**config.mk**
```make
export PLATFORM = sky130hd
export DESIGN_NAME = irt_bank
export DESIGN_NICKNAME = d
export VERILOG_FILES = /design/src/verilog/irt_pkg.sv /design/src/verilog/irt_route.sv /design/src/verilog/irt_trim.sv /design/src/verilog/irt_bank.sv
export SDC_FILE = /design/constraint.sdc
export NUM_CORES = 1
export LEC_CHECK = 0
export BUFFER_PORTS_ARGS = -buffer_cell sky130_fd_sc_hd__buf_2
export CAP_MARGIN = 20
export CORE_UTILIZATION = 25
export CTS_CLUSTER_SIZE = 14
export DETAILED_ROUTE_END_ITERATION = 6
export SETUP_SLACK_MARGIN = 0.1
export SLEW_MARGIN = 20
export SYNTH_ARGS = -nofsm -noshare
export SYNTH_HDL_FRONTEND = slang
export SYNTH_HIERARCHICAL = 1
export SYNTH_SLANG_ARGS = --single-unit
```
**constraint.sdc**
```tcl
create_clock -name core_clk_i -period 3.1 [get_ports core_clk_i]
set_clock_uncertainty 0.05 [all_clocks]
set_input_delay 0.465 -clock core_clk_i [delete_from_list [all_inputs] [get_ports core_clk_i]]
set_output_delay 0.465 -clock core_clk_i [all_outputs]
set_load 0.02 [all_outputs]
```
**src/verilog/irt_pkg.sv**
```systemverilog
// irt_pkg: register map, field layout, reset values and trim weights of the interrupt routing and offset trim bank
`default_nettype none
package irt_pkg;
	localparam logic [7:0] ADDR_ROUTING = 8'h2a; // interrupt_pin_routing
	localparam logic [7:0] ADDR_ENABLE = 8'h29; // per-source interrupt enable
	localparam logic [7:0] ADDR_P_TRIM = 8'h2b; // pressure_offset_trim
	localparam logic [7:0] ADDR_T_TRIM = 8'h2c; // temperature_offset_trim
	localparam logic [7:0] ADDR_H_TRIM = 8'h2d; // altitude_offset_trim
	localparam logic [7:0] RESET_ROUTING = 8'h00;
	localparam logic [7:0] RESET_ENABLE = 8'h00;
	localparam logic [7:0] RESET_TRIM = 8'h00;
	// source bit positions, shared by enable, routing and event vectors
	localparam int BIT_DATA_READY = 7;
	localparam int BIT_FIFO = 6;
	localparam int BIT_P_WINDOW = 5;
	localparam int BIT_T_WINDOW = 4;
	localparam int BIT_P_THRESH = 3;
	localparam int BIT_T_THRESH = 2;
	localparam int BIT_P_CHANGE = 1;
	localparam int BIT_T_CHANGE = 0;
	localparam int NUM_SRC = 8;
	// routing bit value that steers a source to the first pin
	localparam logic ROUTE_FIRST = 1'b1;
	// trim weights expressed as left shifts of the trim into the result lsb grid
	localparam int RES_W = 24; // width of compensated results
	localparam int P_FRAC_BITS = 2; // pressure result: 1/4 Pa per lsb, trim is 4 Pa/lsb
	localparam int P_TRIM_SHIFT = 4; // 4 Pa = 16 quarter pascals
	localparam int T_TRIM_SHIFT = 0; // temperature result in 1/16 degC, trim 1/16 degC/lsb
	localparam int H_FRAC_BITS = 4; // altitude result: 1/16 m per lsb, trim whole meters
	localparam int H_TRIM_SHIFT = 4;
endpackage : irt_pkg
`default_nettype wire

```
**src/verilog/irt_route.sv**
```systemverilog
// irt_route: gates enabled sources and ORs them onto the two interrupt pins
`timescale 1ns/100ps
`default_nettype none
module irt_route (
	input wire logic [7:0] src_event_i, // active event flags
	input wire logic [7:0] enable_i, // per-source enables
	input wire logic [7:0] routing_i, // 1 first pin, 0 second pin
	output logic pin_first_o, // combinational request for first pin
	output logic pin_second_o // combinational request for second pin
);
	logic [7:0] gated; // enabled events only
	logic [7:0] to_first; // events steered to the first pin
	logic [7:0] to_second; // events steered to the second pin

	// a disabled source never reaches either pin
	always_comb begin
		gated = src_event_i & enable_i;
		to_first = gated & routing_i;
		to_second = gated & ~routing_i;
		pin_first_o = |to_first;
		pin_second_o = |to_second;
	end
endmodule // irt_route
`default_nettype wire

```
**src/verilog/irt_trim.sv**
```systemverilog
// irt_trim: applies a signed, scaled offset trim to one compensated result
`timescale 1ns/100ps
`default_nettype none
module irt_trim #(
	parameter int SHIFT = 0 // weight of one trim lsb in result lsbs, as a power of two
) (
	input wire logic signed [23:0] result_i, // compensated result before trim
	input wire logic [7:0] trim_i, // two's-complement trim
	output logic signed [23:0] result_o // trimmed result
);
	logic signed [23:0] scaled; // sign-extended trim in result units

	// sign extension first, then the weight; zero trim gives a zero addend
	always_comb begin
		scaled = 24'(signed'(trim_i)) <<< SHIFT;
		result_o = 24'(result_i + scaled);
	end
endmodule // irt_trim
`default_nettype wire

```
**src/verilog/irt_bank.sv**
```systemverilog
// irt_bank: interrupt routing and offset trim register bank with pin drive and result correction
`timescale 1ns/100ps
`default_nettype none
// How it works
// routing bit 1 first pin, 0 second
// routing register at 2Ah, one bit per source
// routing bits reset to zero
// each pin is OR of its routed sources
// host reads source register to find cause
// offsets are two's-complement result corrections
// pressure trim weighs 4 Pa per lsb
// temperature trim weighs 1/16 degC per lsb
// altitude trim weighs one meter per lsb
// trims at 2Bh, 2Ch, 2Dh, reset zero
// disabled source never asserts any pin
// trim added signed after scaling
module irt_bank (
	input wire logic core_clk_i, // 20 MHz core clock
	input wire logic rst_i, // synchronous reset, active high
	input wire logic reg_wr_i, // register write strobe from the serial slave
	input wire logic reg_rd_i, // register read strobe from the serial slave
	input wire logic [7:0] reg_addr_i, // register address
	input wire logic [7:0] reg_wdata_i, // write data
	output logic [7:0] reg_rdata_o, // registered read data
	input wire logic [7:0] src_event_i, // event flags from the detectors
	input wire logic signed [23:0] p_result_i, // pressure, quarter pascals
	input wire logic signed [23:0] t_result_i, // temperature, 1/16 degC
	input wire logic signed [23:0] h_result_i, // altitude, 1/16 m
	input wire logic result_valid_i, // one-cycle pulse, new results present
	output logic irq_pin_first_o, // first interrupt pin, active high
	output logic irq_pin_second_o, // second interrupt pin, active high
	output logic signed [23:0] p_out_o, // trimmed pressure
	output logic signed [23:0] t_out_o, // trimmed temperature
	output logic signed [23:0] h_out_o, // trimmed altitude
	output logic out_valid_o // one-cycle pulse, trimmed results updated
);
	// register state
	logic [7:0] routing_r, routing_nxt; // interrupt_pin_routing
	logic [7:0] enable_r, enable_nxt; // per-source enable
	logic [7:0] p_trim_r, p_trim_nxt; // pressure_offset_trim
	logic [7:0] t_trim_r, t_trim_nxt; // temperature_offset_trim
	logic [7:0] h_trim_r, h_trim_nxt; // altitude_offset_trim
	logic [7:0] rdata_r, rdata_nxt; // read data holding register
	// pin and result state
	logic pin_first_r, pin_first_nxt; // registered first pin
	logic pin_second_r, pin_second_nxt; // registered second pin
	logic signed [23:0] p_out_r, p_out_nxt; // trimmed pressure
	logic signed [23:0] t_out_r, t_out_nxt; // trimmed temperature
	logic signed [23:0] h_out_r, h_out_nxt; // trimmed altitude
	logic valid_r, valid_nxt; // result update pulse
	// combinational results from the leaves
	logic route_first; // first pin request
	logic route_second; // second pin request
	logic signed [23:0] p_trimmed; // pressure after trim
	logic signed [23:0] t_trimmed; // temperature after trim
	logic signed [23:0] h_trimmed; // altitude after trim
	// named views of the routing fields; 1 sends the source to the first pin
	logic route_sel_data_ready; // data ready routing
	logic route_sel_fifo; // fifo routing
	logic route_sel_pressure_window; // pressure window routing
	logic route_sel_temperature_window; // temperature window routing
	logic route_sel_pressure_threshold; // pressure threshold routing
	logic route_sel_temperature_threshold; // temperature threshold routing
	logic route_sel_pressure_change; // pressure change routing
	logic route_sel_temperature_change; // temperature change routing
	logic [7:0] route_view; // fields packed back at their package positions

	// write decoding for each 8-bit register
	always_comb begin
		routing_nxt = routing_r;
		enable_nxt = enable_r;
		p_trim_nxt = p_trim_r;
		t_trim_nxt = t_trim_r;
		h_trim_nxt = h_trim_r;
		if (reg_wr_i) begin
			unique case (reg_addr_i)
				irt_pkg::ADDR_ROUTING: routing_nxt = reg_wdata_i;
				irt_pkg::ADDR_ENABLE: enable_nxt = reg_wdata_i;
				irt_pkg::ADDR_P_TRIM: p_trim_nxt = reg_wdata_i;
				irt_pkg::ADDR_T_TRIM: t_trim_nxt = reg_wdata_i;
				irt_pkg::ADDR_H_TRIM: h_trim_nxt = reg_wdata_i;
				default: begin
					// other addresses belong to other banks; ignored here
				end
			endcase
		end
	end

	// read mux; unmapped addresses read zero and keep the last value otherwise
	always_comb begin
		rdata_nxt = rdata_r;
		if (reg_rd_i) begin
			unique case (reg_addr_i)
				irt_pkg::ADDR_ROUTING: rdata_nxt = routing_r;
				irt_pkg::ADDR_ENABLE: rdata_nxt = enable_r;
				irt_pkg::ADDR_P_TRIM: rdata_nxt = p_trim_r;
				irt_pkg::ADDR_T_TRIM: rdata_nxt = t_trim_r;
				irt_pkg::ADDR_H_TRIM: rdata_nxt = h_trim_r;
				default: rdata_nxt = 8'h00;
			endcase
		end
	end

	// register bank flops; all zero after reset so every source is disabled and steered to the second pin
	always_ff @(posedge core_clk_i) begin
		if (rst_i) begin
			routing_r <= irt_pkg::RESET_ROUTING;
			enable_r <= irt_pkg::RESET_ENABLE;
			p_trim_r <= irt_pkg::RESET_TRIM;
			t_trim_r <= irt_pkg::RESET_TRIM;
			h_trim_r <= irt_pkg::RESET_TRIM;
			rdata_r <= 8'h00;
		end else begin
			routing_r <= routing_nxt;
			enable_r <= enable_nxt;
			p_trim_r <= p_trim_nxt;
			t_trim_r <= t_trim_nxt;
			h_trim_r <= h_trim_nxt;
			rdata_r <= rdata_nxt;
		end
	end

	// field views of the routing register; positions come from the package so a
	// field move is one package edit and the pin logic never changes
	always_comb begin
		route_sel_data_ready = routing_r[irt_pkg::BIT_DATA_READY];
		route_sel_fifo = routing_r[irt_pkg::BIT_FIFO];
		route_sel_pressure_window = routing_r[irt_pkg::BIT_P_WINDOW];
		route_sel_temperature_window = routing_r[irt_pkg::BIT_T_WINDOW];
		route_sel_pressure_threshold = routing_r[irt_pkg::BIT_P_THRESH];
		route_sel_temperature_threshold = routing_r[irt_pkg::BIT_T_THRESH];
		route_sel_pressure_change = routing_r[irt_pkg::BIT_P_CHANGE];
		route_sel_temperature_change = routing_r[irt_pkg::BIT_T_CHANGE];
		// repack in event order so bit n of the view steers event bit n
		route_view = 8'h00;
		route_view[irt_pkg::BIT_DATA_READY] = route_sel_data_ready;
		route_view[irt_pkg::BIT_FIFO] = route_sel_fifo;
		route_view[irt_pkg::BIT_P_WINDOW] = route_sel_pressure_window;
		route_view[irt_pkg::BIT_T_WINDOW] = route_sel_temperature_window;
		route_view[irt_pkg::BIT_P_THRESH] = route_sel_pressure_threshold;
		route_view[irt_pkg::BIT_T_THRESH] = route_sel_temperature_threshold;
		route_view[irt_pkg::BIT_P_CHANGE] = route_sel_pressure_change;
		route_view[irt_pkg::BIT_T_CHANGE] = route_sel_temperature_change;
	end

	// gating and OR onto the pins; several sources may share a pin, so the host
	// must read the source register to learn which fired
	irt_route u_route (
		.src_event_i(src_event_i),
		.enable_i(enable_r),
		.routing_i(route_view),
		.pin_first_o(route_first),
		.pin_second_o(route_second)
	);

	// pressure: 4 Pa per trim lsb on a quarter-pascal grid
	irt_trim #(
		.SHIFT(irt_pkg::P_TRIM_SHIFT)
	) u_trim_p (
		.result_i(p_result_i),
		.trim_i(p_trim_r),
		.result_o(p_trimmed)
	);

	// temperature: trim lsb equals result lsb, 1/16 degC
	irt_trim #(
		.SHIFT(irt_pkg::T_TRIM_SHIFT)
	) u_trim_t (
		.result_i(t_result_i),
		.trim_i(t_trim_r),
		.result_o(t_trimmed)
	);

	// altitude: whole meters on a 1/16 m grid
	irt_trim #(
		.SHIFT(irt_pkg::H_TRIM_SHIFT)
	) u_trim_h (
		.result_i(h_result_i),
		.trim_i(h_trim_r),
		.result_o(h_trimmed)
	);

	// next pin and result values; results only move on a new measurement so a
	// trim written mid-stream takes effect at the next conversion
	always_comb begin
		pin_first_nxt = route_first;
		pin_second_nxt = route_second;
		p_out_nxt = p_out_r;
		t_out_nxt = t_out_r;
		h_out_nxt = h_out_r;
		valid_nxt = 1'b0;
		if (result_valid_i) begin
			p_out_nxt = p_trimmed;
			t_out_nxt = t_trimmed;
			h_out_nxt = h_trimmed;
			valid_nxt = 1'b1;
		end
	end

	// pin and result flops; one cycle latency from event to pin
	always_ff @(posedge core_clk_i) begin
		if (rst_i) begin
			pin_first_r <= 1'b0;
			pin_second_r <= 1'b0;
			p_out_r <= 24'sh000000;
			t_out_r <= 24'sh000000;
			h_out_r <= 24'sh000000;
			valid_r <= 1'b0;
		end else begin
			pin_first_r <= pin_first_nxt;
			pin_second_r <= pin_second_nxt;
			p_out_r <= p_out_nxt;
			t_out_r <= t_out_nxt;
			h_out_r <= h_out_nxt;
			valid_r <= valid_nxt;
		end
	end

	// outputs straight from flops; pin polarity and drive live in another bank
	always_comb begin
		reg_rdata_o = rdata_r;
		irq_pin_first_o = pin_first_r;
		irq_pin_second_o = pin_second_r;
		p_out_o = p_out_r;
		t_out_o = t_out_r;
		h_out_o = h_out_r;
		out_valid_o = valid_r;
	end
endmodule // irt_bank
`default_nettype wire

```
Yosys cells after proc, flatten, opt, wreduce, memory -nomap -nowiden
Cells that the tools add are included.
{"block": "op_classes", "n_addsub": 3, "eq_ne": 5, "muxes": 2, "bitwise": 4, "n_reduce_logical": 7}
{"op": "$add A24 B12 Y24", "n": 2}
{"op": "$eq A8 B6 Y1 const B", "n": 5}
{"op": "$pmux W8 S5", "n": 1}
{"op": "$add A24 B8 Y24", "n": 1}
{"op": "$and A8 B8 Y8", "n": 3}
{"op": "$reduce_or A8 Y1", "n": 2}
{"op": "$reduce_and A2 Y1", "n": 5}
{"op": "$not A8 Y8", "n": 1}
{"op": "$mux W1", "n": 1}
{"block": "totals", "register_bits": 123}

Logic depth before layout (Yosys ltp)
{"block": "logic_depth", "word_depth": 3, "depth_mapped": 10, "mapped_depth_nobuf": 10}

By module
The synthesis kept the hierarchy.
{"module": "irt_bank", "n_inst": 1, "cells_per_inst": 464, "area_each_um2": 4812.1}
{"module": "irt_trim (u_trim_h ...)", "n_inst": 2, "cells_per_inst": 136, "area_each_um2": 1031.0}
{"module": "irt_trim (u_trim_t)", "n_inst": 1, "cells_per_inst": 177, "area_each_um2": 1258.7}
{"module": "irt_route", "n_inst": 1, "cells_per_inst": 22, "area_each_um2": 118.9}

Worst setup path after synthesis
No wires, ideal clock.
{"block": "synth_timing", "kind": "input -> register", "start": "input t_result_i[0]", "end": "register t_out_r[20], in the netlist t_out_o[20]", "setup_ns": 0.128, "t_arrival_ns": 2.485, "required_ns": 2.922, "slack_ns": 0.437, "cell_stages": 10, "n_path_buf": 0, "path_cell_list": "ha_1 -> fa_1 -> a21oi_2 -> o22ai_1 -> or4b_4 -> a31oi_4 -> o211ai_1 -> xor2_1 -> mux2i_1 -> nor2_1"}
{"block": "synth_via", "elab_chain_cells": 1}
{"item": "start, declared", "line": "irt_bank.sv:27", "rtl": "input wire logic signed [23:0] t_result_i,"}
{"item": "$add A24 B8 Y24", "line": "irt_trim.sv:16", "rtl": "result_o = 24'(result_i + scaled);"}
{"item": "named net t_trimmed[20]", "line": "irt_bank.sv:55", "rtl": "logic signed [23:0] t_trimmed;"}
{"item": "end signal, assigned", "line": "irt_bank.sv:213", "rtl": "t_out_r <= t_out_nxt;"}
{"item": "end, declared", "line": "irt_bank.sv:48", "rtl": "logic signed [23:0] t_out_r, t_out_nxt;"}
The timed path passes the listed nets, and every way through them passes these cells.
A chain may end at the register's enable or synchronous reset.

Worst setup path after layout
{"block": "layout_timing", "start": "register t_trim_r[0]", "end": "register t_out_r[20], in the netlist t_out_o[20]"}
{"block": "layout_via", "elab_chain_cells": 1}
{"item": "start, declared", "line": "irt_bank.sv:41", "rtl": "logic [7:0] t_trim_r, t_trim_nxt;"}
{"item": "start signal, assigned", "line": "irt_bank.sv:110", "rtl": "t_trim_r <= irt_pkg::RESET_TRIM;"}
{"item": "start signal, assigned", "line": "irt_bank.sv:117", "rtl": "t_trim_r <= t_trim_nxt;"}
{"item": "$add A24 B8 Y24", "line": "irt_trim.sv:16"}
{"item": "named net t_trimmed[20]", "line": "irt_bank.sv:55"}
The timed path passes the listed nets, and every way through them passes these cells.

==> results.ini <==
[status]
status=finished clean

[detailed_routing]
routed_wl_um=24100
wl_per_cell_um=15.5
drc=0
drtAntennaViolNets=0
num_vias=7453
drt_iter0_drc=574
dr.pass1.iters=5
via_per_inst=4.80

[sta]
rsz0062_at_grt=no
fin_crit_ps=2800
fmax_mhz=357
drv_slew=0
slew-limit-headroom=0.566
tns_ps=0
holdWs_ps=228
final_hold_viol_count=0
finalSetupViolCount=0
tightestPinTransition_ps=652
period_share=0.903

[clock_tree]
clockBufferDepth=2
cts_resized=0
cts-buffers-inserted=17
cts.clk_slew.worst_paths_ps=60
tritoncts=done
postCtsSetupBuffers=0
cts-root-buf=clkbuf_16
insertion_delay_ps=420
ctsHoldBuffers=0
htreeDepth=4
clkSinkCount=123

[synthesis]
synth_nets=1100
synth-compound-area-share=0.183
synth_area_leaders=dfxtp_1 (30%), mux2i_1 (15%), ha_1 (9.2%), nor2_1 (6.3%), a21oi_1 (3.7%)
syn_area_sq_um=8250
synth_flop_cell=dfxtp_1
synth.top_cell.area_share=0.298
ys_types=64
synth_top_family_by_area=compound AO/OA/AOI/OAI gates
syn_inst=935
synth-adder-area-share=0.0998
yosysSeqAreaShare=0.298
ys_top_cells_by_count=nor2_1 (139), mux2i_1 (125), dfxtp_1 (123), a21oi_1 (61), ha_1 (61)
yosys_warnings=6
synth-xor-area-share=0.0541
synth-edff-count=0
yosysMostFrequentCell=nor2_1
synth_largest_area_cell=dfxtp_1
synth.avg_cell_area_sq_um=8.83
async_flop_share=0
synth-simple-area-share=0.167
synth-seq-cells=123
synth_mux_area_frac=0.152

[setup_path]
critical_path_arrival_ps=3040
cp-end-kind=register
cp.required_ps=3340
worstPathMaxFanout=3
worst-setup-path-type=register to register
crit_path_start_kind=register

[pwr]
cellLeakagePower_nw=4.94
power_density_nw_per_um2=415
finalPower_w=0.00418
p_sw_w=0.00119
p_sw_frac=0.284
comb_power_share=0.140
clock_power_share=0.461
p_seq_frac=0.399
ir_worst_vdd_v=0.000372
internal_power_w=0.00300

[grt]
grt_pass1_vias=6968
track_usage=0.144
busiest_layer=met2
grt_max_degree=42
gr-total-overflow=0
antenna_found_initial=11
met2_usage=0.222
use_met1=0.186
gr-usage-met3=0.0418
grt_pass1_wl_um=37700

[min_path]
min_path_type=primary input to register

[finish]
drive_gt1_frac=0.229
nets=1258
syn_to_final_growth_pct=22.2

[floorplan]
core_sq_um=32500
pin_count=184
fp-row-count=66
die_h_um=184
start_util=0.254
die_area_sq_um=33700
die_w_um=184

[placement]
gp_congestion=0.888
hpwlAfterDp_um=18700
io_buffers=183

[job]
max_cap_violations=0

==> layer usage <==
layer  vias up  routed length (um)  share of wire
li1       3723                   -              -
met1      3477               11100           0.46
met2       201               10800           0.45
met3        40                1580          0.066
met4        12                 563          0.023
met5         -                  74         0.0031
==> cell families after synthesis <==
logic type	count (synthesis)
mux	125
fa+ha+maj	64
xor+xnor	51
compound gates	206
flops	123
simple gates	291
buf+inv	75
==> final timing paths <==
path | from | to | slack (ps) | cells past startpoint
max | t_trim_r[0] | t_out_o[20] | 300 | 10
min | h_result_i[2] | h_out_o[2] | 230 | 3
max reg2reg | t_trim_r[0] | t_out_o[20] | 300 | 10
min reg2reg | reg_rdata_o[2] | reg_rdata_o[2] | 430 | 2
==> flip-flops by register name, summed over array words and instances (netlist names) <==
signal	flops
enable_r	8
p_trim_r	8
out_valid_o	1
p_out_o	24
h_trim_r	8
irq_pin_first_o	1
irq_pin_second_o	1
route_view	8
t_trim_r	8
reg_rdata_o	8
t_out_o	24
h_out_o	24
==> layout make-up <==
class | count | area [sq um]
antenna | 6 | 15.0
clock buffer | 18 | 439
clock inverter | 13 | 119
fill | 3458 | 22500
inverter | 22 | 82.6
multi-input combinational | 737 | 5410
sequential | 123 | 2460
tap | 442 | 553
timing repair buffer | 192 | 1000
==> worst max-delay path: stages, from the launching register on <==
cell and delay, ps:
dfxtp_1 340, ha_1 220, fa_1 420, a21oi_2 160, o22ai_1 130, or4b_4 540, a31oi_4 250, o211ai_1 140
xor2_1 170, mux2i_1 170, nor2_1 60
==> metrics by stage <==
| stage | area, sq um | setup slack, ps | instances | utilization |
|---|---|---|---|---|
| detailed placement | 9510 | 93.2 | 1516 | 0.292 |
| finish | 10100 | 302 | 1553 | 0.310 |
| CTS | 10100 | 308 | 1547 | 0.309 |
| global placement | 9510 | 146 | 1516 | 0.292 |
| global route | 10100 | 216 | 1550 | 0.310 |
| floorplan | 8250 | 437 | 935 | - |
==> power by group through the flow <==
stage	logic, W	registers (W)	clock network, W
after detailed placement	0.000589	0.00170	0
final	0.000587	0.00167	0.00193
after CTS	0.000590	0.00167	0.00201
after floorplan	0.000315	0.00177	0
after global routing	0.000644	0.00167	0.00208
after global placement	0.000584	0.00170	0
==> layout by cell type (no fill, tap or decap), types with 6 or more instances in the layout <==
master,n
and3_1,14
and2_1,9
buf_4,10
dfxtp_1,123
nand4_1,15
mux2i_1,125
buf_2,181
nand2_1,53
o21ai_0,23
nor2_1,139
inv_1,22
o21bai_1,11
ha_1,61
nand3_1,21
a21oi_1,61
a21o_1,18
clkbuf_16,17
o21ai_1,10
o32ai_1,10
a211oi_1,7
xnor2_1,29
diode_2,6
nor2b_1,7
a31oi_1,10
xor2_1,22
o211ai_1,6
Power figures use the tool's default switching activity.
